===== src/hw/asc_pkg.sv =====
// Notes on behaviour
// - One start, one stop, 10 or 11 bits.
// - Length select picks nine or eight bits.
// - Wake on address mark or idle line.
// - Idle count starts after stop or start.
// - Parity sits in most significant position.
// - Parity select one means odd parity.
// - Software keeps parity type steady mid-character.
// - Four enables gate transmit, receive, idle flags.
// - Enabling transmitter sends an all-ones preamble.
// - Disabling transmitter finishes current character first.
// - Off-then-on enable queues one idle character.
// - Transmit and receive enable writes ignored while unit disabled.
// - Receiver disable leaves receive flags untouched.
// - Standby masks receive irqs, wake clears it.
// - Break control sends breaks then one.
// - Early break request replaces the preamble.
// - Received ninth bit captured with data.
// - Ninth transmit bit loads with data.
// - Four enables gate the error interrupt.
// - Reset clears controls, keeps received ninth bit.
// - Unit disable sets empty, complete, masks tx.
// - Waking address mark sets receive full.
// - Waking idle sets neither idle nor full.
`default_nettype none
package asc_pkg;
  // ---------------------------------------------------------------------------
  // Register map, word offsets on the Wishbone bus.
  // ---------------------------------------------------------------------------
  localparam logic [3:0] ADR_FORMAT = 4'h0;
  localparam logic [3:0] ADR_ENABLE = 4'h1;
  localparam logic [3:0] ADR_NINTH = 4'h2;
  localparam logic [3:0] ADR_STATUS = 4'h3;
  localparam logic [3:0] ADR_DATA = 4'h4;
  localparam logic [3:0] ADR_BAUD = 4'h5;
  // Field positions of the format register.
  localparam int F_UNIT_EN = 5;
  localparam int F_NINE = 4;
  localparam int F_WAKE_ADDR = 3;
  localparam int F_IDLE_AFTER_STOP = 2;
  localparam int F_PAR_EN = 1;
  localparam int F_PAR_ODD = 0;
  // Field positions of the enable register.
  localparam int F_TXE_IE = 7;
  localparam int F_TC_IE = 6;
  localparam int F_RXF_IE = 5;
  localparam int F_IDLE_IE = 4;
  localparam int F_TX_EN = 3;
  localparam int F_RX_EN = 2;
  localparam int F_STANDBY = 1;
  localparam int F_BREAK = 0;
  // Field positions of the ninth-bit register.
  localparam int F_RX9 = 7;
  localparam int F_TX9 = 6;
  // Reset values and defaults.
  localparam logic [7:0] RST_CTRL = 8'h00;
  localparam logic [15:0] RST_BAUD = 16'h0010;
  localparam logic [3:0] FRAME_SHORT = 4'ha;
  localparam logic [3:0] FRAME_LONG = 4'hb;
endpackage
`default_nettype wire


===== src/hw/asc_link_if.sv =====
`timescale 1ns/1ps
`default_nettype none
// Serial link between the controller and the remote node.
interface asc_link_if;
  logic txd;
  logic rxd;
  modport ctrl (output txd, input rxd);
  modport node (input txd, output rxd);
endinterface
`default_nettype wire


===== src/hw/asc_ctrl.sv =====
// Added by the designer: register access over Wishbone and the register offsets.
`timescale 1ns/1ps
`default_nettype none
module asc_ctrl (
  input wire logic clk_i,
  input wire logic rst_i,
  input wire logic [3:0] wb_adr_i,
  input wire logic [31:0] wb_dat_i,
  output logic [31:0] wb_dat_o,
  input wire logic [3:0] wb_sel_i,
  input wire logic wb_we_i,
  input wire logic wb_cyc_i,
  input wire logic wb_stb_i,
  output logic wb_ack_o,
  output logic tx_irq_o,
  output logic rx_irq_o,
  output logic err_irq_o,
  asc_link_if.ctrl link
);
  // ---------------------------------------------------------------------------
  // Registers and bus slave.
  // ---------------------------------------------------------------------------
  logic [7:0] fmt_reg, en_reg, ninth_reg, dat_reg, txd_reg, st_reg;
  logic [15:0] baud_reg;
  logic rx9_reg, tx_pend_reg, tx_busy_reg, txout_reg;
  logic [3:0] err_ie_reg;
  logic ack_reg;
  logic [31:0] rd_reg;
  wire wr = wb_cyc_i && wb_stb_i && wb_we_i && !ack_reg && wb_sel_i[0];
  wire rd = wb_cyc_i && wb_stb_i && !wb_we_i && !ack_reg;
  wire unit_on = fmt_reg[asc_pkg::F_UNIT_EN];
  wire nine = fmt_reg[asc_pkg::F_NINE];
  wire par_en = fmt_reg[asc_pkg::F_PAR_EN];
  wire par_odd = fmt_reg[asc_pkg::F_PAR_ODD];
  wire [3:0] flen = nine ? asc_pkg::FRAME_LONG : asc_pkg::FRAME_SHORT;
  // Status flags, filled in by the receiver and transmitter below.
  logic tx_empty, tx_cmpl, rx_full, idle_f, ovr_f, noise_f, frm_f, par_f;
  logic clr_rx_flags, rx_set_full, rx_set_idle, rx_set_ovr, rx_set_frm, rx_set_par, tx_load;
  logic wake_clr;

  // Ack for one cycle; reads return a snapshot of the addressed register.
  always_ff @(posedge clk_i) begin
    if (rst_i) begin
      ack_reg <= 1'b0;
      rd_reg <= 32'h0;
    end else begin
      ack_reg <= wb_cyc_i && wb_stb_i && !ack_reg;
      case (wb_adr_i)
        asc_pkg::ADR_FORMAT: rd_reg <= {24'h0, fmt_reg};
        asc_pkg::ADR_ENABLE: rd_reg <= {24'h0, en_reg};
        asc_pkg::ADR_NINTH: rd_reg <= {24'h0, rx9_reg, ninth_reg[asc_pkg::F_TX9], 2'b00, err_ie_reg};
        asc_pkg::ADR_STATUS: rd_reg <= {24'h0, tx_empty, tx_cmpl, rx_full, idle_f, ovr_f, noise_f, frm_f, par_f};
        asc_pkg::ADR_DATA: rd_reg <= {24'h0, dat_reg};
        asc_pkg::ADR_BAUD: rd_reg <= {16'h0, baud_reg};
        default: rd_reg <= 32'h0;
      endcase
    end
  end
  assign wb_ack_o = ack_reg;
  assign wb_dat_o = rd_reg;

  // Control registers; transmit and receive enable bits only move while the unit is on.
  always_ff @(posedge clk_i) begin
    if (rst_i) begin
      fmt_reg <= asc_pkg::RST_CTRL;
      en_reg <= asc_pkg::RST_CTRL;
      ninth_reg <= asc_pkg::RST_CTRL;
      err_ie_reg <= 4'h0;
      baud_reg <= asc_pkg::RST_BAUD;
    end else begin
      if (wr && wb_adr_i == asc_pkg::ADR_FORMAT) fmt_reg <= wb_dat_i[7:0];
      if (wr && wb_adr_i == asc_pkg::ADR_ENABLE) begin
        en_reg[7:4] <= wb_dat_i[7:4];
        en_reg[asc_pkg::F_BREAK] <= wb_dat_i[asc_pkg::F_BREAK];
        en_reg[asc_pkg::F_STANDBY] <= wb_dat_i[asc_pkg::F_STANDBY];
        if (unit_on) begin
          en_reg[asc_pkg::F_TX_EN] <= wb_dat_i[asc_pkg::F_TX_EN];
          en_reg[asc_pkg::F_RX_EN] <= wb_dat_i[asc_pkg::F_RX_EN];
        end
      end else if (wake_clr) begin
        en_reg[asc_pkg::F_STANDBY] <= 1'b0;
      end
      if (wr && wb_adr_i == asc_pkg::ADR_NINTH) begin
        ninth_reg[asc_pkg::F_TX9] <= wb_dat_i[asc_pkg::F_TX9];
        err_ie_reg <= wb_dat_i[3:0];
      end
      if (wr && wb_adr_i == asc_pkg::ADR_BAUD) baud_reg <= {wb_dat_i[15:1], 1'b1};
    end
  end

  // ---------------------------------------------------------------------------
  // Bit-rate enable.
  // ---------------------------------------------------------------------------
  logic [15:0] bcnt_reg;
  logic bit_tick;
  always_ff @(posedge clk_i) begin
    if (rst_i || !unit_on) begin
      bcnt_reg <= 16'h0;
      bit_tick <= 1'b0;
    end else begin
      bit_tick <= (bcnt_reg == baud_reg - 16'h1);
      bcnt_reg <= (bcnt_reg == baud_reg - 16'h1) ? 16'h0 : bcnt_reg + 16'h1;
    end
  end
  wire [15:0] half = {1'b0, baud_reg[15:1]};

  // ---------------------------------------------------------------------------
  // Transmitter.
  // ---------------------------------------------------------------------------
  typedef enum logic [1:0] {ASC_TX_IDLE, ASC_TX_SHIFT} asc_txs_t;
  asc_txs_t txs_reg;
  logic [10:0] tsh_reg;
  logic [3:0] tcnt_reg;
  logic pre_reg, idle_q_reg, brk_reg, brk_one_reg;
  wire [7:0] tx_par_src = nine ? txd_reg : {1'b0, txd_reg[6:0]};
  wire tpar = ^tx_par_src ^ par_odd;
  wire tx_en = en_reg[asc_pkg::F_TX_EN];
  logic brk_req_reg;
  // A short set-then-clear of the break bit may fall between bit ticks, so the request is held.
  always_ff @(posedge clk_i) begin
    if (rst_i) begin
      brk_req_reg <= 1'b0;
    end else if (wr && wb_adr_i == asc_pkg::ADR_ENABLE && wb_dat_i[asc_pkg::F_BREAK]) begin
      brk_req_reg <= 1'b1;
    end else if (bit_tick && txs_reg == ASC_TX_IDLE && tx_en) begin
      brk_req_reg <= 1'b0;
    end
  end
  wire send_break_ctl = en_reg[asc_pkg::F_BREAK] || brk_req_reg;
  // Data write holds the character and clears the empty flag.
  always_ff @(posedge clk_i) begin
    if (rst_i) begin
      tx_pend_reg <= 1'b0;
      txd_reg <= 8'h0;
      pre_reg <= 1'b0;
      idle_q_reg <= 1'b0;
    end else begin
      if (wr && wb_adr_i == asc_pkg::ADR_DATA && unit_on) begin
        txd_reg <= wb_dat_i[7:0];
        tx_pend_reg <= 1'b1;
      end else if (tx_load) begin
        tx_pend_reg <= 1'b0;
      end
      if (wr && wb_adr_i == asc_pkg::ADR_ENABLE && unit_on && wb_dat_i[asc_pkg::F_TX_EN] && !tx_en) begin
        if (tx_busy_reg) idle_q_reg <= 1'b1;
        else pre_reg <= 1'b1;
      end else if (txs_reg == ASC_TX_IDLE && bit_tick && (pre_reg || idle_q_reg)) begin
        pre_reg <= 1'b0;
        idle_q_reg <= 1'b0;
      end
    end
  end
  assign tx_busy_reg = (txs_reg != ASC_TX_IDLE);
  assign tx_load = txs_reg == ASC_TX_IDLE && bit_tick && tx_en && tx_pend_reg && !pre_reg && !idle_q_reg && !send_break_ctl &&
                   !brk_one_reg;
  assign tx_empty = !tx_pend_reg || !unit_on;
  assign tx_cmpl = (tx_empty && !tx_busy_reg && !pre_reg && !idle_q_reg) || !unit_on;

  // Shift engine: breaks first, then preamble or idle, then data.
  always_ff @(posedge clk_i) begin
    if (rst_i) begin
      txs_reg <= ASC_TX_IDLE;
      tsh_reg <= 11'h7ff;
      tcnt_reg <= 4'h0;
      txout_reg <= 1'b1;
      brk_one_reg <= 1'b0;
      brk_reg <= 1'b0;
    end else if (bit_tick) begin
      case (txs_reg)
        ASC_TX_IDLE: begin
          txout_reg <= 1'b1;
          if (tx_en && send_break_ctl) begin
            tsh_reg <= 11'h0;
            brk_reg <= 1'b1;
            txs_reg <= ASC_TX_SHIFT;
            tcnt_reg <= flen;
          end else if (tx_en && brk_one_reg) begin
            brk_one_reg <= 1'b0;
          end else if (tx_en && (pre_reg || idle_q_reg)) begin
            tsh_reg <= 11'h7ff;
            txs_reg <= ASC_TX_SHIFT;
            tcnt_reg <= flen;
          end else if (tx_load) begin
            // Start, data, optional ninth or parity, stop.
            if (nine) tsh_reg <= {1'b1, par_en ? tpar : ninth_reg[asc_pkg::F_TX9], txd_reg, 1'b0};
            else tsh_reg <= {2'b11, par_en ? tpar : txd_reg[7], txd_reg[6:0], 1'b0};
            txs_reg <= ASC_TX_SHIFT;
            tcnt_reg <= flen;
          end
        end
        ASC_TX_SHIFT: begin
          txout_reg <= tsh_reg[0];
          tsh_reg <= {1'b1, tsh_reg[10:1]};
          tcnt_reg <= tcnt_reg - 4'h1;
          if (tcnt_reg == 4'h1) begin
            txs_reg <= ASC_TX_IDLE;
            if (brk_reg) brk_one_reg <= !send_break_ctl;
            brk_reg <= 1'b0;
          end
        end
        default: txs_reg <= ASC_TX_IDLE;
      endcase
    end
  end
  assign link.txd = txout_reg;

  // ---------------------------------------------------------------------------
  // Receiver.
  // ---------------------------------------------------------------------------
  logic rx_s1_reg, rx_s2_reg, rxbusy_reg, seen_char_reg;
  logic [15:0] rsmp_reg;
  logic [3:0] rbit_reg, ones_reg;
  logic [9:0] rsh_reg;
  wire rx_en = en_reg[asc_pkg::F_RX_EN];
  wire standby = en_reg[asc_pkg::F_STANDBY];
  wire wake_addr = fmt_reg[asc_pkg::F_WAKE_ADDR];
  // Flags clear on a data read, the simple form of the clear sequence.
  assign clr_rx_flags = rd && wb_adr_i == asc_pkg::ADR_DATA;
  always_ff @(posedge clk_i) begin
    rx_s1_reg <= link.rxd;
    rx_s2_reg <= rx_s1_reg;
  end
  // Frame sampling at mid-bit; ones counted for idle detection.
  always_ff @(posedge clk_i) begin
    if (rst_i) begin
      rxbusy_reg <= 1'b0;
      rsmp_reg <= 16'h0;
      rbit_reg <= 4'h0;
      rsh_reg <= 10'h0;
      ones_reg <= 4'h0;
      rx_set_full <= 1'b0;
      rx_set_idle <= 1'b0;
      rx_set_ovr <= 1'b0;
      rx_set_frm <= 1'b0;
      rx_set_par <= 1'b0;
      wake_clr <= 1'b0;
      dat_reg <= 8'h0;
    end else begin
      rx_set_full <= 1'b0;
      rx_set_idle <= 1'b0;
      rx_set_ovr <= 1'b0;
      rx_set_frm <= 1'b0;
      rx_set_par <= 1'b0;
      wake_clr <= 1'b0;
      if (!rx_en || !unit_on) begin
        rxbusy_reg <= 1'b0;
        ones_reg <= 4'h0;
      end else if (!rxbusy_reg) begin
        if (!rx_s2_reg) begin
          rxbusy_reg <= 1'b1;
          rsmp_reg <= 16'h0;
          rbit_reg <= 4'h0;
          if (!fmt_reg[asc_pkg::F_IDLE_AFTER_STOP]) ones_reg <= 4'h0;
        end else if (bit_tick && ones_reg != flen) begin
          ones_reg <= ones_reg + 4'h1;
          if (ones_reg + 4'h1 == flen) begin
            if (standby && !wake_addr) wake_clr <= 1'b1;
            else if (!standby && seen_char_reg) rx_set_idle <= 1'b1;
          end
        end
      end else begin
        rsmp_reg <= (rsmp_reg == baud_reg - 16'h1) ? 16'h0 : rsmp_reg + 16'h1;
        if (rsmp_reg == half) begin
          if (rbit_reg != 4'h0) rsh_reg <= {rx_s2_reg, rsh_reg[9:1]};
          if (!fmt_reg[asc_pkg::F_IDLE_AFTER_STOP] && rbit_reg != 4'h0)
            ones_reg <= rx_s2_reg ? ones_reg + 4'h1 : 4'h0;
          if (rbit_reg == flen - 4'h1) begin
            rxbusy_reg <= 1'b0;
            if (fmt_reg[asc_pkg::F_IDLE_AFTER_STOP]) ones_reg <= 4'h0;
            if (standby && !(wake_addr && rsh_reg[9])) begin
              // Ignored while asleep.
            end else begin
              if (standby) wake_clr <= 1'b1;
              rx_set_frm <= !rx_s2_reg;
              if (rx_full) rx_set_ovr <= 1'b1;
              else begin
                rx_set_full <= 1'b1;
                dat_reg <= nine ? rsh_reg[8:1] : rsh_reg[9:2];
                rx9_reg <= rsh_reg[9];
                rx_set_par <= par_en && ((nine ? ^rsh_reg[9:1] : ^rsh_reg[9:2]) != par_odd);
              end
            end
          end
          rbit_reg <= rbit_reg + 4'h1;
        end
      end
    end
  end
  // Sticky receive flags; a set in the clear cycle wins.
  always_ff @(posedge clk_i) begin
    if (rst_i) begin
      st_reg <= 8'h0;
      seen_char_reg <= 1'b0;
    end else begin
      if (clr_rx_flags) st_reg <= 8'h0;
      if (rx_set_full) st_reg[0] <= 1'b1;
      if (rx_set_idle) st_reg[1] <= 1'b1;
      if (rx_set_ovr) st_reg[2] <= 1'b1;
      if (rx_set_frm) st_reg[3] <= 1'b1;
      if (rx_set_par) st_reg[4] <= 1'b1;
      if (rx_set_full) seen_char_reg <= 1'b1;
      else if (rx_set_idle || (clr_rx_flags && st_reg[1])) seen_char_reg <= 1'b0;
    end
  end
  assign rx_full = st_reg[0];
  assign idle_f = st_reg[1];
  assign ovr_f = st_reg[2];
  assign frm_f = st_reg[3];
  assign par_f = st_reg[4];
  assign noise_f = 1'b0;

  // Interrupt request gating, registered.
  always_ff @(posedge clk_i) begin
    if (rst_i) begin
      tx_irq_o <= 1'b0;
      rx_irq_o <= 1'b0;
      err_irq_o <= 1'b0;
    end else begin
      tx_irq_o <= unit_on && ((en_reg[asc_pkg::F_TXE_IE] && tx_empty) ||
                  (en_reg[asc_pkg::F_TC_IE] && tx_cmpl));
      rx_irq_o <= !standby && ((en_reg[asc_pkg::F_RXF_IE] && rx_full) ||
                  (en_reg[asc_pkg::F_IDLE_IE] && idle_f));
      err_irq_o <= |(err_ie_reg & {ovr_f, noise_f, frm_f, par_f});
    end
  end
endmodule // asc_ctrl
`default_nettype wire


===== src/flat_wrapper.sv =====
// flat-port wrapper written by rule: the top's interface ports become plain ports
module asc_ctrl_flat 
  (clk_i, rst_i, wb_adr_i, wb_dat_i, wb_dat_o, wb_sel_i, wb_we_i, wb_cyc_i, wb_stb_i, wb_ack_o, tx_irq_o, rx_irq_o, err_irq_o, link_txd, link_rxd);
  asc_link_if link_i ();
  input wire logic clk_i;
  input wire logic rst_i;
  input wire logic [3:0] wb_adr_i;
  input wire logic [31:0] wb_dat_i;
  output logic [31:0] wb_dat_o;
  input wire logic [3:0] wb_sel_i;
  input wire logic wb_we_i;
  input wire logic wb_cyc_i;
  input wire logic wb_stb_i;
  output logic wb_ack_o;
  output logic tx_irq_o;
  output logic rx_irq_o;
  output logic err_irq_o;
  output wire logic [$bits(link_i.txd)-1:0] link_txd;
  input wire logic [$bits(link_i.rxd)-1:0] link_rxd;
  assign link_txd = link_i.txd;
  assign link_i.rxd = link_rxd;
  asc_ctrl u_core (.clk_i(clk_i), .rst_i(rst_i), .wb_adr_i(wb_adr_i), .wb_dat_i(wb_dat_i), .wb_dat_o(wb_dat_o), .wb_sel_i(wb_sel_i), .wb_we_i(wb_we_i), .wb_cyc_i(wb_cyc_i), .wb_stb_i(wb_stb_i), .wb_ack_o(wb_ack_o), .tx_irq_o(tx_irq_o), .rx_irq_o(rx_irq_o), .err_irq_o(err_irq_o), .link(link_i));
endmodule

===== config.mk =====
export PLATFORM = sky130hd
export DESIGN_NAME = asc_ctrl_flat
export DESIGN_NICKNAME = d
export VERILOG_FILES = /design/src/hw/asc_pkg.sv /design/src/hw/asc_link_if.sv /design/src/hw/asc_ctrl.sv /design/src/flat_wrapper.sv
export SDC_FILE = /design/constraint.sdc
export NUM_CORES = 1
export LEC_CHECK = 0
export BUFFER_PORTS_ARGS = -buffer_cell sky130_fd_sc_hd__buf_2
export CAP_MARGIN = 25
export CORE_ASPECT_RATIO = 0.5
export CORE_MARGIN = 10
export CORE_UTILIZATION = 45
export DETAILED_ROUTE_END_ITERATION = 8
export PLACE_DENSITY = 0.71
export RECOVER_POWER = 100
export SYNTH_ARGS = -nofsm -noshare
export SYNTH_HDL_FRONTEND = slang
export SYNTH_SLANG_ARGS = --single-unit
export TNS_END_PERCENT = 10

===== constraint.sdc =====
create_clock -name clk_i -period 3.33 [get_ports clk_i]
set_input_delay 0.1665 -clock clk_i [delete_from_list [all_inputs] [get_ports clk_i]]
set_output_delay 0.1665 -clock clk_i [all_outputs]
set_load 0.02 [all_outputs]

### Word-level counts from Yosys, hierarchy flattened

Cells that the tools add are included.

* bits in registers: 180
* input port bits: 46
* logic and storage cells: 284
* output and inout bits: 37

* equal/unequal tests: 27
* add/sub/neg operators: 7
* reductions and logical operators: 109
* multiplexer cells: 83
* bitwise logic cells: 12

Operators with widths (count)
* one-hot mux 16 bit (6 select lines): 1
* two-way mux 4 bit: 16
* two-way mux 16 bit: 3
* logical AND 1 bit: 46
* two-way mux 1 bit: 44
* two-way mux 11 bit: 4
* adder 16 x 1 -> 16 bit, second input constant: 2
* equality test 16 bit: 2
* nonzero test 2 bit: 12
* one-hot mux 11 bit (2 select lines): 1
* equality test 16 x 15 -> 1 bit: 1
* zero test 1 bit: 16
* two-way mux 8 bit: 2
* AND reduction 4 bit: 4
* XOR reduction 8 bit: 2
* subtractor 16 x 1 -> 16 bit, second input constant: 1
* OR reduction 7 bit: 2
* inequality test 2 bit, second input constant: 6
* AND reduction 6 bit: 2
* two-way mux 10 bit: 1
* two-way mux 2 bit: 5
* inverter 1 bit: 10
* AND reduction 2 bit: 5
* logical OR 1 bit: 9
* other kinds (27): 41

### Depth between registers and ports, before layout

Gate-level depths: netlist of run 1.

* word-level depth: 13
* depth in mapped cells: 14
* gate-level depth less buffers: 10

### Least setup slack after synthesis of run 1

Ideal clock, no wire load.

* path kind: reg-to-reg
* from: register u_core.baud_reg[0]
* to: register u_core.rsmp_reg[10]
* cell stages (with the launch flop): 13
* setup slack: 534 ps
* library setup time: 117 ps
* period minus slack after synthesis: 2796 ps
* data arrival time: 2679 ps
* buffers on the path: 3
* required time: 3213 ps
* cells stage by stage: dfxtp_1 buf_2 inv_1 ha_1 or3b_2 clkbuf_1 nor3_1 xnor2_1 xnor2_1 a2111oi_4 a31oi_4 buf_6 a22o_1

* cells in the longest elaborated chain, start to end: 4

RTL lines
* start: declaration: line asc_ctrl.sv:24 `logic [15:0] baud_reg;`
* start signal: assignment: line asc_ctrl.sv:69 `baud_reg <= asc_pkg::RST_BAUD;`
* start signal: assignment: line asc_ctrl.sv:87 `if (wr && wb_adr_i == asc_pkg::ADR_BAUD) baud_reg <= {wb_dat_i[15:1], 1'b1};`
* subtractor 16 x 1 -> 16 bit: line asc_ctrl.sv:262 `rsmp_reg <= (rsmp_reg == baud_reg - 16'h1) ? 16'h0 : rsmp_reg + 16'h1;`
* equality test 16 bit: line asc_ctrl.sv:262
* two-way mux 16 bit: line asc_ctrl.sv:262
* two-way mux 16 bit: line asc_ctrl.sv:248 `end else if (!rxbusy_reg) begin`
* end signal: assignment: line asc_ctrl.sv:262
* end: declaration: line asc_ctrl.sv:211 `logic [15:0] rsmp_reg;`

No other way between the ends.
A chain may end at the register's enable or synchronous reset.

### Worst setup path after layout of run 1

* from: register u_core.baud_reg[0]
* to: register u_core.rsmp_reg[2]

Same word-level chain as after synthesis.

==> results, run 1 <==
- The area overhead of the layout relative to synthesis is 10.9%.
- The final design area excluding fillers is 0.00945 sq mm.
- The number of buffers inserted during clock tree synthesis is 17.
- The fraction of synthesis flops using an asynchronous set or reset pin is 0.
- The total core area is ~0.018 sq mm.
- The final weighted congestion of routability-driven global placement is 0.930.
- In the layout the commonest cells are dfxtp_1 (161), nor2_1 (130), nand2_1 (89), xnor2_1 (54), a21oi_1 (52).
- The top-level I/O count is just over 80.
- Setup repair after global routing left no endpoint under its margin.
- The number of enable flip-flop cells after synthesis is 1.
- Entering global routing, the biggest net connects 56 pins.
- The critical path is of the reg -> reg type.
- The y dimension of the die is around 120 um.
- Summed over all nets, the half-perimeter wirelength after detailed placement is between 15 and 20 mm.
- In the finished design, the share of the clock period the worst path needs comes to 0.897.
- The most common cell after layout, fill and taps aside is dfxtp_1.
- The maximum clock frequency is 335 MHz.
- The average size of a mapped cell is between 8 and 9 sq um.
- The number of port buffers is 47.
- The clock latency of the later-clocked register in the worst-skew pair is between 0.4 and 0.5 ns.
- Post-CTS repair changed the size of 0 cells.
- The worst setup skew after layout is around 0.012 ns.
- Across the run, the number of max-cap violations was 0.
- The register bit count reported by yosys is ~160.
- After synthesis, the netlist uses 76 different library cells.
- The number of setup violations in the final report is 0.
- The total number of placement rows is 35.
- The worst setup path is captured at a flip-flop.
- The via total after detailed routing is a little over 7,000.
- The share of synthesized area in the top cell type comes to 0.378.
- After clock tree synthesis, the clock-pin slew on the worst setup and hold paths is roughly 0.07 ns.
- The post-detailed-route via-to-cell ratio is roughly 5.6.
- The most frequently used flop master after synthesis is dfxtp_1.
- For this design the ratio of total power to cell area is 426 mW/mm^2.
- Data on the critical path arrives at its endpoint at between 3 and 4 ns.
- The placed instances occupy a cell area of a little under 0.009 sq mm.
- The clock net in this run drives a total of 162 sinks.
- The run finished with clean final reports.
- By area the synthesized netlist is led by dfxtp_1 (38%), mux2i_1 (5.8%), nor2_1 (5.7%).
- The analysis attributes to cell leakage a power of ~3.5 nW.
- In this run the deepest clock path goes through 2 buffers.
- The synthesized area is 0.00852 sq mm.
- The TritonCTS clock tree is done.
- The maximum level of the CTS H-tree is 4.
- The classification of the worst-slack hold path is in -> reg.
- For the final routed database, the setup TNS stands at 0 ns.
- The number of inserted diodes is 0.
- The time the worst path needs with I/O delays and setup is about 3 ns.
- Traced cell by cell, the critical path runs through clkbuf_1, or4_4, nor4_4, or3b_2, nand4_2, nor4_4, a31oi_4, a21oi_1, mux2i_1.
- For the pin with the worst max-slew slack, the measured transition is between 1 and 1.5 ns.
- Along the worst path, the maximum fanout reaches 19.
- The share of the Yosys chip area taken by registers is 0.382.
- The count of pins over their slew limit is 0.
- Data on the critical path is required at its endpoint by ~3.7 ns.
- The count of routing violations after the opening detailed-route iteration is slightly above 700.
- The total setup buffers inserted after CTS is 0.
- The final number of hold-violating endpoints is 0.
- The die covers 0.0252 sq mm.
- STA classifies the critical path startpoint as a flip-flop.
- The layout cell share with drive strength beyond 1 is 0.0934.
- The total iterations of the first detailed-routing run is 6.
- The final net count is ~1,100.
- The synthesized design spends more area on one cell type than any other, namely dfxtp_1.
- For this block, the routed nets add up to 21.7 mm of wire.
- Global routing finished with a remaining overflow of 0.
- The critical path's largest stage delay is between 0.6 and 0.7 ns.
- The worst max-slew margin expressed relative to the limit is 0.229.
- The horizontal die dimension is ~210 um.
- The count of hold-fix buffers inserted at cts is 10.
- The standard cell with the maximum stage delay on the critical path is or4_4.
- The setup check on the worst reg-to-reg path leaves a slack of 0.34 ns.
- For this run, the total global-route usage over all layers was measured as 0.168.
- The clock tree root buffer cell is clkbuf_16.
- In this design, the critical path's most frequently occurring cell is nor4_4.
- The number of antenna violations at the first check in global routing is 0.
- For this configuration, the core starts out at a cell density of 0.461.
- The first-pass GRT wire length is roughly 36 mm.
- The residual antenna-violating net count after detailed routing is 0.
- For this run, design rule violations remaining after detail routing come to 0.
- During synthesis, Yosys emitted a total of 0 warnings.
- Counting every instance in the synthesized netlist gives around 1,000.
- The via count of the first global-routing pass came to approximately 7,000.
- The detail-routed net length per standard cell is 16.8 um.
- The maximum vdd drop is 0.273 mV.
==> cells by family after synthesis <==
group           after synthesis  synth area share
mux                          57            0.0734
simple gates                390             0.237
buf+inv                     110            0.0599
compound gates              170             0.138
flops                       162             0.382
xor+xnor                     95            0.0985
other cells                   1          0.000440
fa+ha+maj                     8            0.0117
==> path summary, 6_finish.rpt <==
check	from	end	cells after the start
worst max-delay path	u_core.baud_reg[0]	u_core.rsmp_reg[2]	9
worst min-delay path	wb_cyc_i	u_core.wb_ack_o	3
worst min register to register	u_core.rx_s1_reg	u_core.rx_s2_reg	0
worst max register to register	u_core.baud_reg[0]	u_core.rsmp_reg[2]	9
==> area by class of cell <==
class                   count  area (sq um)
multi-input cells         736          4790
well taps                 259           324
clock buffers              19           454
clock inverters            13           128
repair buffers             74           413
fillers                  1743          9030
inverters                  24          90.1
flip-flops and latches    162          3250
==> layer usage <==
layer	vias up	wire (um)	track usage
li1	3468	-	-
met1	3493	9880	0.214
met2	193	10200	0.278
met3	36	1140	0.0305
met4	0	393	0.0625
met5	-	0	0
==> Yosys cell counts (4+ instances only) <==
library cell / count
inv_1: 24
nor2b_1: 10
or3_1: 6
nand4_1: 15
a311oi_1: 5
o21a_1: 5
nor2_1: 130
mux2i_1: 49
a222oi_1: 6
nand3_1: 28
nand4b_1: 4
clkbuf_1: 56
mux2_2: 4
o22ai_1: 6
nand2_1: 89
and2_1: 13
nand2b_1: 13
ha_1: 8
o21ai_0: 20
and3_1: 15
nor3_2: 4
mux4_2: 4
nor4_1: 10
nand3b_1: 6
xnor2_1: 54
nor3_1: 16
a22oi_1: 9
a31oi_1: 5
xor2_1: 40
buf_2: 8
a22o_1: 10
a211oi_1: 14
buf_4: 17
a21oi_1: 52
dfxtp_1: 161
a211o_1: 11
==> critical path: cells and delay by family, from the launching register on <==
kind / cells / cell delay (ns)
multiplexers: 1 / 0.09
flip-flops: 1 / 0.31
AND/OR/NAND/NOR: 5 / 1.68
buffers and inverters: 1 / 0.26
AO/OA/AOI/OAI: 2 / 0.50
==> report_power, final <==
group / internal, mW / switching, mW
clock network: 1.09 / 0.869
registers: 1.94 / 0.00425
logic: 0.0396 / 0.0886
total: 3.07 / 0.962
==> through the flow <==
step	util	hold slack, ns	setup WS (ns)	power, mW	instances
after CTS	0.516	0.000478	0.426	4.04	1287
after floorplan	-	0.194	0.534	2.07	1008
after global placement	0.479	0.272	0.542	2.11	1245
after global routing	0.511	0.0111	0.136	4.14	1287
after detailed placement	0.479	0.270	0.436	2.11	1245
final	0.511	0.00502	0.342	4.03	1287
(Power assumes the default switching activity.)
==> inputs of run 2 (changes only) <==
- CELL_PAD_IN_SITES_DETAIL_PLACEMENT: not set -> 1
- CELL_PAD_IN_SITES_GLOBAL_PLACEMENT: not set -> 1
- MAX_ROUTING_LAYER: not set -> met4
- PLACE_DENSITY: 0.71 -> 0.88
==> run 2 against run 1 <==
Compared with the run above: die area stayed put; critical path depth down 1; core utilization increased by 0.27 points; maximum frequency is 2.6% lower; combinational power increased by 5%; critical path type unchanged; setup slack got worse by 0.080 ns; flip-flop and latch count stayed put; clock skew fell by 0.0027 ns; sequential share of layout area decreased by 0.18 points; wire length grew 24%.
==> results, run 2 (synthesis results as in run 1) <==
- The critical path is of the reg -> reg type.
- The global routing stage identified its most utilized layer as met2.
- The repair_antennas step left the layout with diodes totalling 0.
- On the final layout, the worst clock skew is between 0.008 and 0.009 ns.
- The routed wire length is between 20 and 30 mm.
- The HPWL after detailed placement is between 15 and 20 mm.
- The placed cell area is about 0.0089 sq mm.
- The endpoint of the lowest-slack register-to-register path is u_core.dat_reg[2].
- Buffers placed on the I/O ports in this run total 47.
- Of the available clock period, the critical path in the final layout requires 0.922.
- For this run, global-route usage on met3 was measured as 0.0367.
- The clock-pin slew reported for the worst setup and hold paths after clock tree synthesis is about 0.07 ns.
- The H-tree was split into 4 levels.
- Max-cap violations in this run came to 0.
- The most common cell after layout, fill and taps aside is dfxtp_1.
- The startpoint class of the critical path is a flip-flop.
- The maximum clock frequency is ~330 MHz.
- In the layout the commonest cells are dfxtp_1 (161), nor2_1 (130), nand2_1 (89), xnor2_1 (54), a21oi_1 (52).
- The residual antenna-violating net count after detailed routing is 0.
- The final design area excluding fillers is 0.00950 sq mm.
- The layout cell share with drive strength beyond 1 is 0.0969.
- The horizontal die dimension is approximately 210 um.
- The launch point of the worst reg-to-reg path is u_core.baud_reg[7].
- The maximum vdd drop is around 0.30 mV.
- The die covers between 0.02 and 0.03 sq mm.
- The floorplan step set the die height to approximately 120 um.
- The global routing met2 resource utilization is 0.369.
- The total number of placement rows is 35.
- The worst hold path begins at wb_dat_i[11].
- Entering global routing, the biggest net connects 69 pins.
- The number of buffers inserted during clock tree synthesis is 17.
- In this run the tightest slew margin relative to its limit is 0.0711.
- After detailed routing, the number of remaining DRC violations is 0.
- Setup violations remaining at the end of the flow were counted as 0.
- The flow ran to the end, and the final reports show no timing, DRC or antenna violations.
- The endpoint type of the worst setup path is a flip-flop.
- The via total after detailed routing is between 7,000 and 8,000.
- The maximum number of buffers from clock root to sink is 2.
- The number of cells on the worst reg-to-reg path is 8.
- After detailed routing, the average wire length per cell comes to 20.9 um.
- The data arrival time of the critical path is approximately 3.4 ns.
- The power per cell area is between 400 and 500 mW/mm^2.
- The core region is ~0.018 sq mm.
- The final number of hold-violating endpoints was 0.
- The path class of the tightest hold or removal check is in -> reg.
- The sum of negative setup slack is 0 ns.
- The number of antenna violations at the first check in global routing is 0.
- The global-route met1 utilization is 0.248.
- The total of cells resized after clock tree synthesis is 0.
- Along the worst hold path, the cell count comes to 3.
- The count of pins over their slew limit is 0.
- Clock tree synthesis found a total of 162 sinks.
- The leakage power of the design is 3.52 nW.
- For the worst setup path, the data required time is approximately 3.6 ns.
- Setup repair after global routing left no endpoint under its margin.
- The worst path in the final design needs a cycle of about 3.1 ns, including I/O delays and setup.
- In this run the worst path has a maximum fanout of 16.
- The initial utilization of the core area, before any placement, comes to 0.461.
- The final weighted congestion of routability-driven global placement is 0.948.
- The count of routing violations after the opening detailed-route iteration is between 600 and 700.
- The area overhead of the layout relative to synthesis is 11.5%.
- The first global-routing pass estimated between 40 and 50 mm of wire.
- The total overflow left after global routing is 0.
- The first TritonRoute pass finished after 5 iterations.
- The TritonCTS clock tree is done.
- The via count of the first global-routing pass is 7,860.
- After the last flow step, the layout net total stands at 1,073.
- For this run, the total global-route usage over all layers was measured as 0.215.
- The post-detailed-route via-to-cell ratio is roughly 5.8.
- At the pin with the least slew margin, the transition time is 1.39 ns.
- The top-level I/O count is just over 80.
- Clock latency on the worst-skew pair, taken at its later pin, is between 0.4 and 0.5 ns.
- Setup slack on the worst reg-to-reg path comes out at ~0.26 ns.
- The clock tree root buffer cell is clkbuf_16.
- The path with the worst hold slack has its endpoint at u_core.baud_reg[11].
## run 2: area by class of cell
type,count,area [sq um]
clock inverter,14,171
timing repair buffer,78,429
multi-input combinational,736,4790
sequential,162,3250
tap,259,324
clock buffer,18,439
inverter,24,90.1
fill,2222,8980
## run 2: timing repair
action	in CTS	in global routing
buffers inserted	0	0
hold buffers	10	0
hold endpoints to repair	9	0
## run 2: where the power goes
group	internal, mW	total (mW)	switching, mW	leakage [nW]
Combinational	0.0398	0.134	0.0939	1.91
Sequential	1.94	1.95	0.00462	1.31
Clock	1.15	2.07	0.919	0.295
## run 2: worst max-delay path, stage by stage (launching register included)
cell and delay [ns]:
dfxtp_1 0.69, xor2_1 0.18, nor4_1 0.33, nand4_1 0.32
nor3_2 0.42, nor4b_1 0.27, clkbuf_2 0.38, nor2_1 0.08
a211oi_1 0.25
## run 2: worst max-delay path by stage
stage / start / endpoint / slack, ns / cells past startpoint
after floorplan: u_core.baud_reg[0] / u_core.rsmp_reg[10] / 0.53 / 12
after global placement: u_core.baud_reg[1] / u_core.rsmp_reg[2] / 0.46 / 10
after detailed placement: u_core.baud_reg[1] / u_core.rsmp_reg[2] / 0.38 / 10
after CTS: u_core.baud_reg[1] / u_core.rsmp_reg[5] / 0.33 / 10
after global routing: u_core.baud_reg[13] / u_core.dat_reg[2] / 0.09 / 8
final: u_core.baud_reg[7] / u_core.dat_reg[2] / 0.26 / 8
## run 2: metrics by stage
| stage | hold WS, ns | cells | util | setup WS [ns] | power (mW) |
|---|---|---|---|---|---|
| floorplan | 0.194 | 1008 | - | 0.534 | 2.07 |
| global placement | 0.270 | 1248 | 0.480 | 0.465 | 2.11 |
| detailed placement | 0.271 | 1248 | 0.480 | 0.375 | 2.11 |
| CTS | 0.00153 | 1290 | 0.519 | 0.328 | 4.17 |
| global route | 0.00248 | 1291 | 0.514 | 0.0913 | 4.27 |
| finish | 0.00904 | 1291 | 0.514 | 0.261 | 4.15 |
## run 2: per-layer routing
layer	vias to the layer above	part of all wire
li1	3500	-
met1	3721	0.42
met2	220	0.51
met3	55	0.045
met4	0	0.025
met5	-	0
==> inputs of run 3 (changes only) <==
==> constraint.sdc (replaced) <==
create_clock -name clk_i -period 3.55 [get_ports clk_i]
set_input_delay 0.71 -clock clk_i [delete_from_list [all_inputs] [get_ports clk_i]]
set_output_delay 0.71 -clock clk_i [all_outputs]
set_load 0.02 [all_outputs]
==> run 3 against run 2 <==
Compared with the run above: non-clock buffer count down 17; largest cell class unchanged; cell count down 1.2%; via count down 1.8%; flip-flop and latch count unchanged; die area unchanged; core utilization down 0.26 points; clock skew down 0.0015 ns; critical path type unchanged; wire length down 5.0%; combinational power down 13%; final area down 0.50%.
==> results, run 3 (synthesis results as in run 1) <==
- The data arrival time of the critical path is roughly 3.8 ns.
- In the final layout, the share of cells above drive strength 1 is 0.123.
- The reported max-cap violation count is 0.
- The via count of the first global-routing pass is 7,573.
- For this run, the post-layout net count is about 1,100.
- 83 I/O pins were placed.
- The y dimension of the die is between 100 and 150 um.
- The endpoint required time on the critical path is roughly 3.9 ns.
- Counting the buffers created by CTS gives 17.
- After layout, the worst setup slack is approximately 0.088 ns.
- The number of setup violations in the final report is 0.
- The final number of hold-violating endpoints is 0.
- The die is approximately 210 um wide.
- The tree is rooted in a clkbuf_16.
- In this run the number of H-tree levels came out at 4.
- Relative to the synthesized area, the layout overhead comes to 10.9%.
- The total iterations of the first detailed-routing run is 7.
- The via total after detailed routing is 7,360.
- The detailed-route DRC error count is 0.
- Using the TritonRoute via totals, the vias-per-cell ratio works out to just under 6.
- In this run, the number of DRC markers left after iteration 0 of detailed routing was just over 500.
- Dividing the final minimum period by the clock period gives 0.975.
- The final design area excluding fillers is approximately 0.0095 sq mm.
- The sum of negative setup slack is 0 ns.
- The worst slack at placement is 0.353 ns.
- Across the VDD grid, the largest voltage drop is between 0.3 and 0.4 mV.
- The worst setup path is launched from a flip-flop.
- In this run the core area contains 35 standard-cell rows.
- The run finished with clean final reports.
- CTS saw between 150 and 200 sinks.
- For this design, the CTS-stage hold fixing added 0 buffers.
- The number of antenna violations at the first check in global routing is 0.
- The number of port buffers is between 40 and 50.
- After detailed routing, no signal wire sits above met4.
- The placed cell area is slightly below 0.009 sq mm.
- The first global-routing pass estimated roughly 40 mm of wire.
- In this run the worst hold path is classified as reg -> reg.
- The routed length on met3 is around 1.3 mm.
- The die area is between 0.02 and 0.03 sq mm.
- For this block, wires on met1 add up to roughly 11 mm.
- Along the worst path, the maximum fanout reaches 10.
- The clock reaches the later pin of the worst-skew pair after 0.43 ns.
- The routed design could run at a clock period as short as 3.46 ns.
- The number of inserted diodes is 0.
- The worst setup path is captured at a flip-flop.
- In the final routed layout, each cell accounts on average for approximately 20 um.
- The critical path is of the reg -> reg type.
- The final layout contains routed wiring with a total length of approximately 26 mm.
- The HPWL after detailed placement is approximately 18 mm.
- The residual antenna-violating net count after detailed routing is 0.
- Wire segments on met2 add up to 13.0 mm in the final route.
- The clock arrives with around 0.0074 ns of skew.
- Leaving out fill and tap cells, the most frequent cells in the layout are dfxtp_1 (161), nor2_1 (130), nand2_1 (89), xnor2_1 (53), a21oi_1 (52).
- Setup repair after global routing could not meet its margin everywhere.
- Measured against its own limit, the worst slew margin works out to 0.352.
- TritonCTS built the clock tree.
- In this run the register-to-register setup slack is 0.09 ns.
- After global routing the overflow that remains totals 0.
- The sum of internal, switching and leakage power is ~3.8 mW.
- The library cell used most frequently in the layout, excluding fill and tap cells, is dfxtp_1.
- Counting along the longest clock path gives a buffer depth of 2.
- At the pin with the least slew margin, the transition time is 0.970 ns.
- After clock tree synthesis, the clock-pin slew on the worst setup and hold paths is ~0.07 ns.
- The leakage power of the design is 3.57 nW.
- The total core area is 0.0185 sq mm.
- Dividing total power by cell area gives a power density of approximately 400 mW/mm^2.
- The count of pins over their slew limit was 0.
- The initial core utilization is 0.461.
- Based on the critical path, the design can be clocked at up to about 290 MHz.
- The final weighted congestion of routability-driven global placement is between 0.9 and 1.
- For this run, the total global-route usage over all layers was measured as 0.201.
- The pin count of the biggest net entering global routing is 72.
run 3: cell types whose count changed in the layout (fill, tap and decap cells not counted), sizes merged:
cell	delta
buf	+21
a31oi	+1
clkinv	+1
clkinvlp	+1
dlygate4sd3	-10
clkbuf	-28
inv	-2
run 3: path summary, 6_finish.rpt:
| path | cells past startpoint | endpoint | from |
|---|---|---|---|
| hold reg to reg | 0 | u_core.rx_s2_reg | u_core.rx_s1_reg |
| setup reg to reg | 11 | u_core.rsmp_reg[14] | u_core.baud_reg[0] |
| hold / removal | 0 | u_core.rx_s2_reg | u_core.rx_s1_reg |
| setup / recovery | 11 | u_core.rsmp_reg[14] | u_core.baud_reg[0] |
run 3: metal layers:
layer	global-route usage	vias to the layer above
li1	-	3452
met1	0.226	3680
met2	0.350	185
met3	0.0413	43
met4	0.0687	0
met5	-	-
run 3: what timing repair did:
action / 4_1_cts / 5_1_grt
resized for setup: 0 / 4
setup endpoints to repair: 0 / 22
hold endpoints to repair: 0 / 0
buffers inserted: 0 / 2
run 3: cell type report:
cell class                      count  area (sq um)
Fill cell                        2182          9030
Multi-Input combinational cell    737          4860
Sequential cell                   162          3250
Clock buffer                       18           439
Timing Repair Buffer               61           333
Tap cell                          259           324
Clock inverter                     14           153
Inverter                           24          90.1
run 3: report_power, final:
part	internal, mW	switching (mW)
registers	1.82	0.00437
clock network	1.07	0.820
logic	0.0316	0.0847
total	2.92	0.909
run 3: worst max-delay path, cell delays in order, from the launching register on:
cell,delay (ns)
dfxtp_1,0.47
inv_1,0.15
ha_1,0.27
or3b_2,0.58
nor3_1,0.26
xnor2_1,0.33
xnor2_2,0.19
a2111oi_4,0.34
buf_4,0.21
a31oi_4,0.17
buf_4,0.20
a22o_1,0.19
run 3: stage by stage:
step,cells,hold WS [ns],utilization
2_1_floorplan,1008,0.310,-
3_3_place_gp,1239,0.314,0.477
3_5_place_dp,1239,0.318,0.477
4_1_cts,1271,0.335,0.509
5_1_grt,1275,0.350,0.512
6_report,1275,0.334,0.512
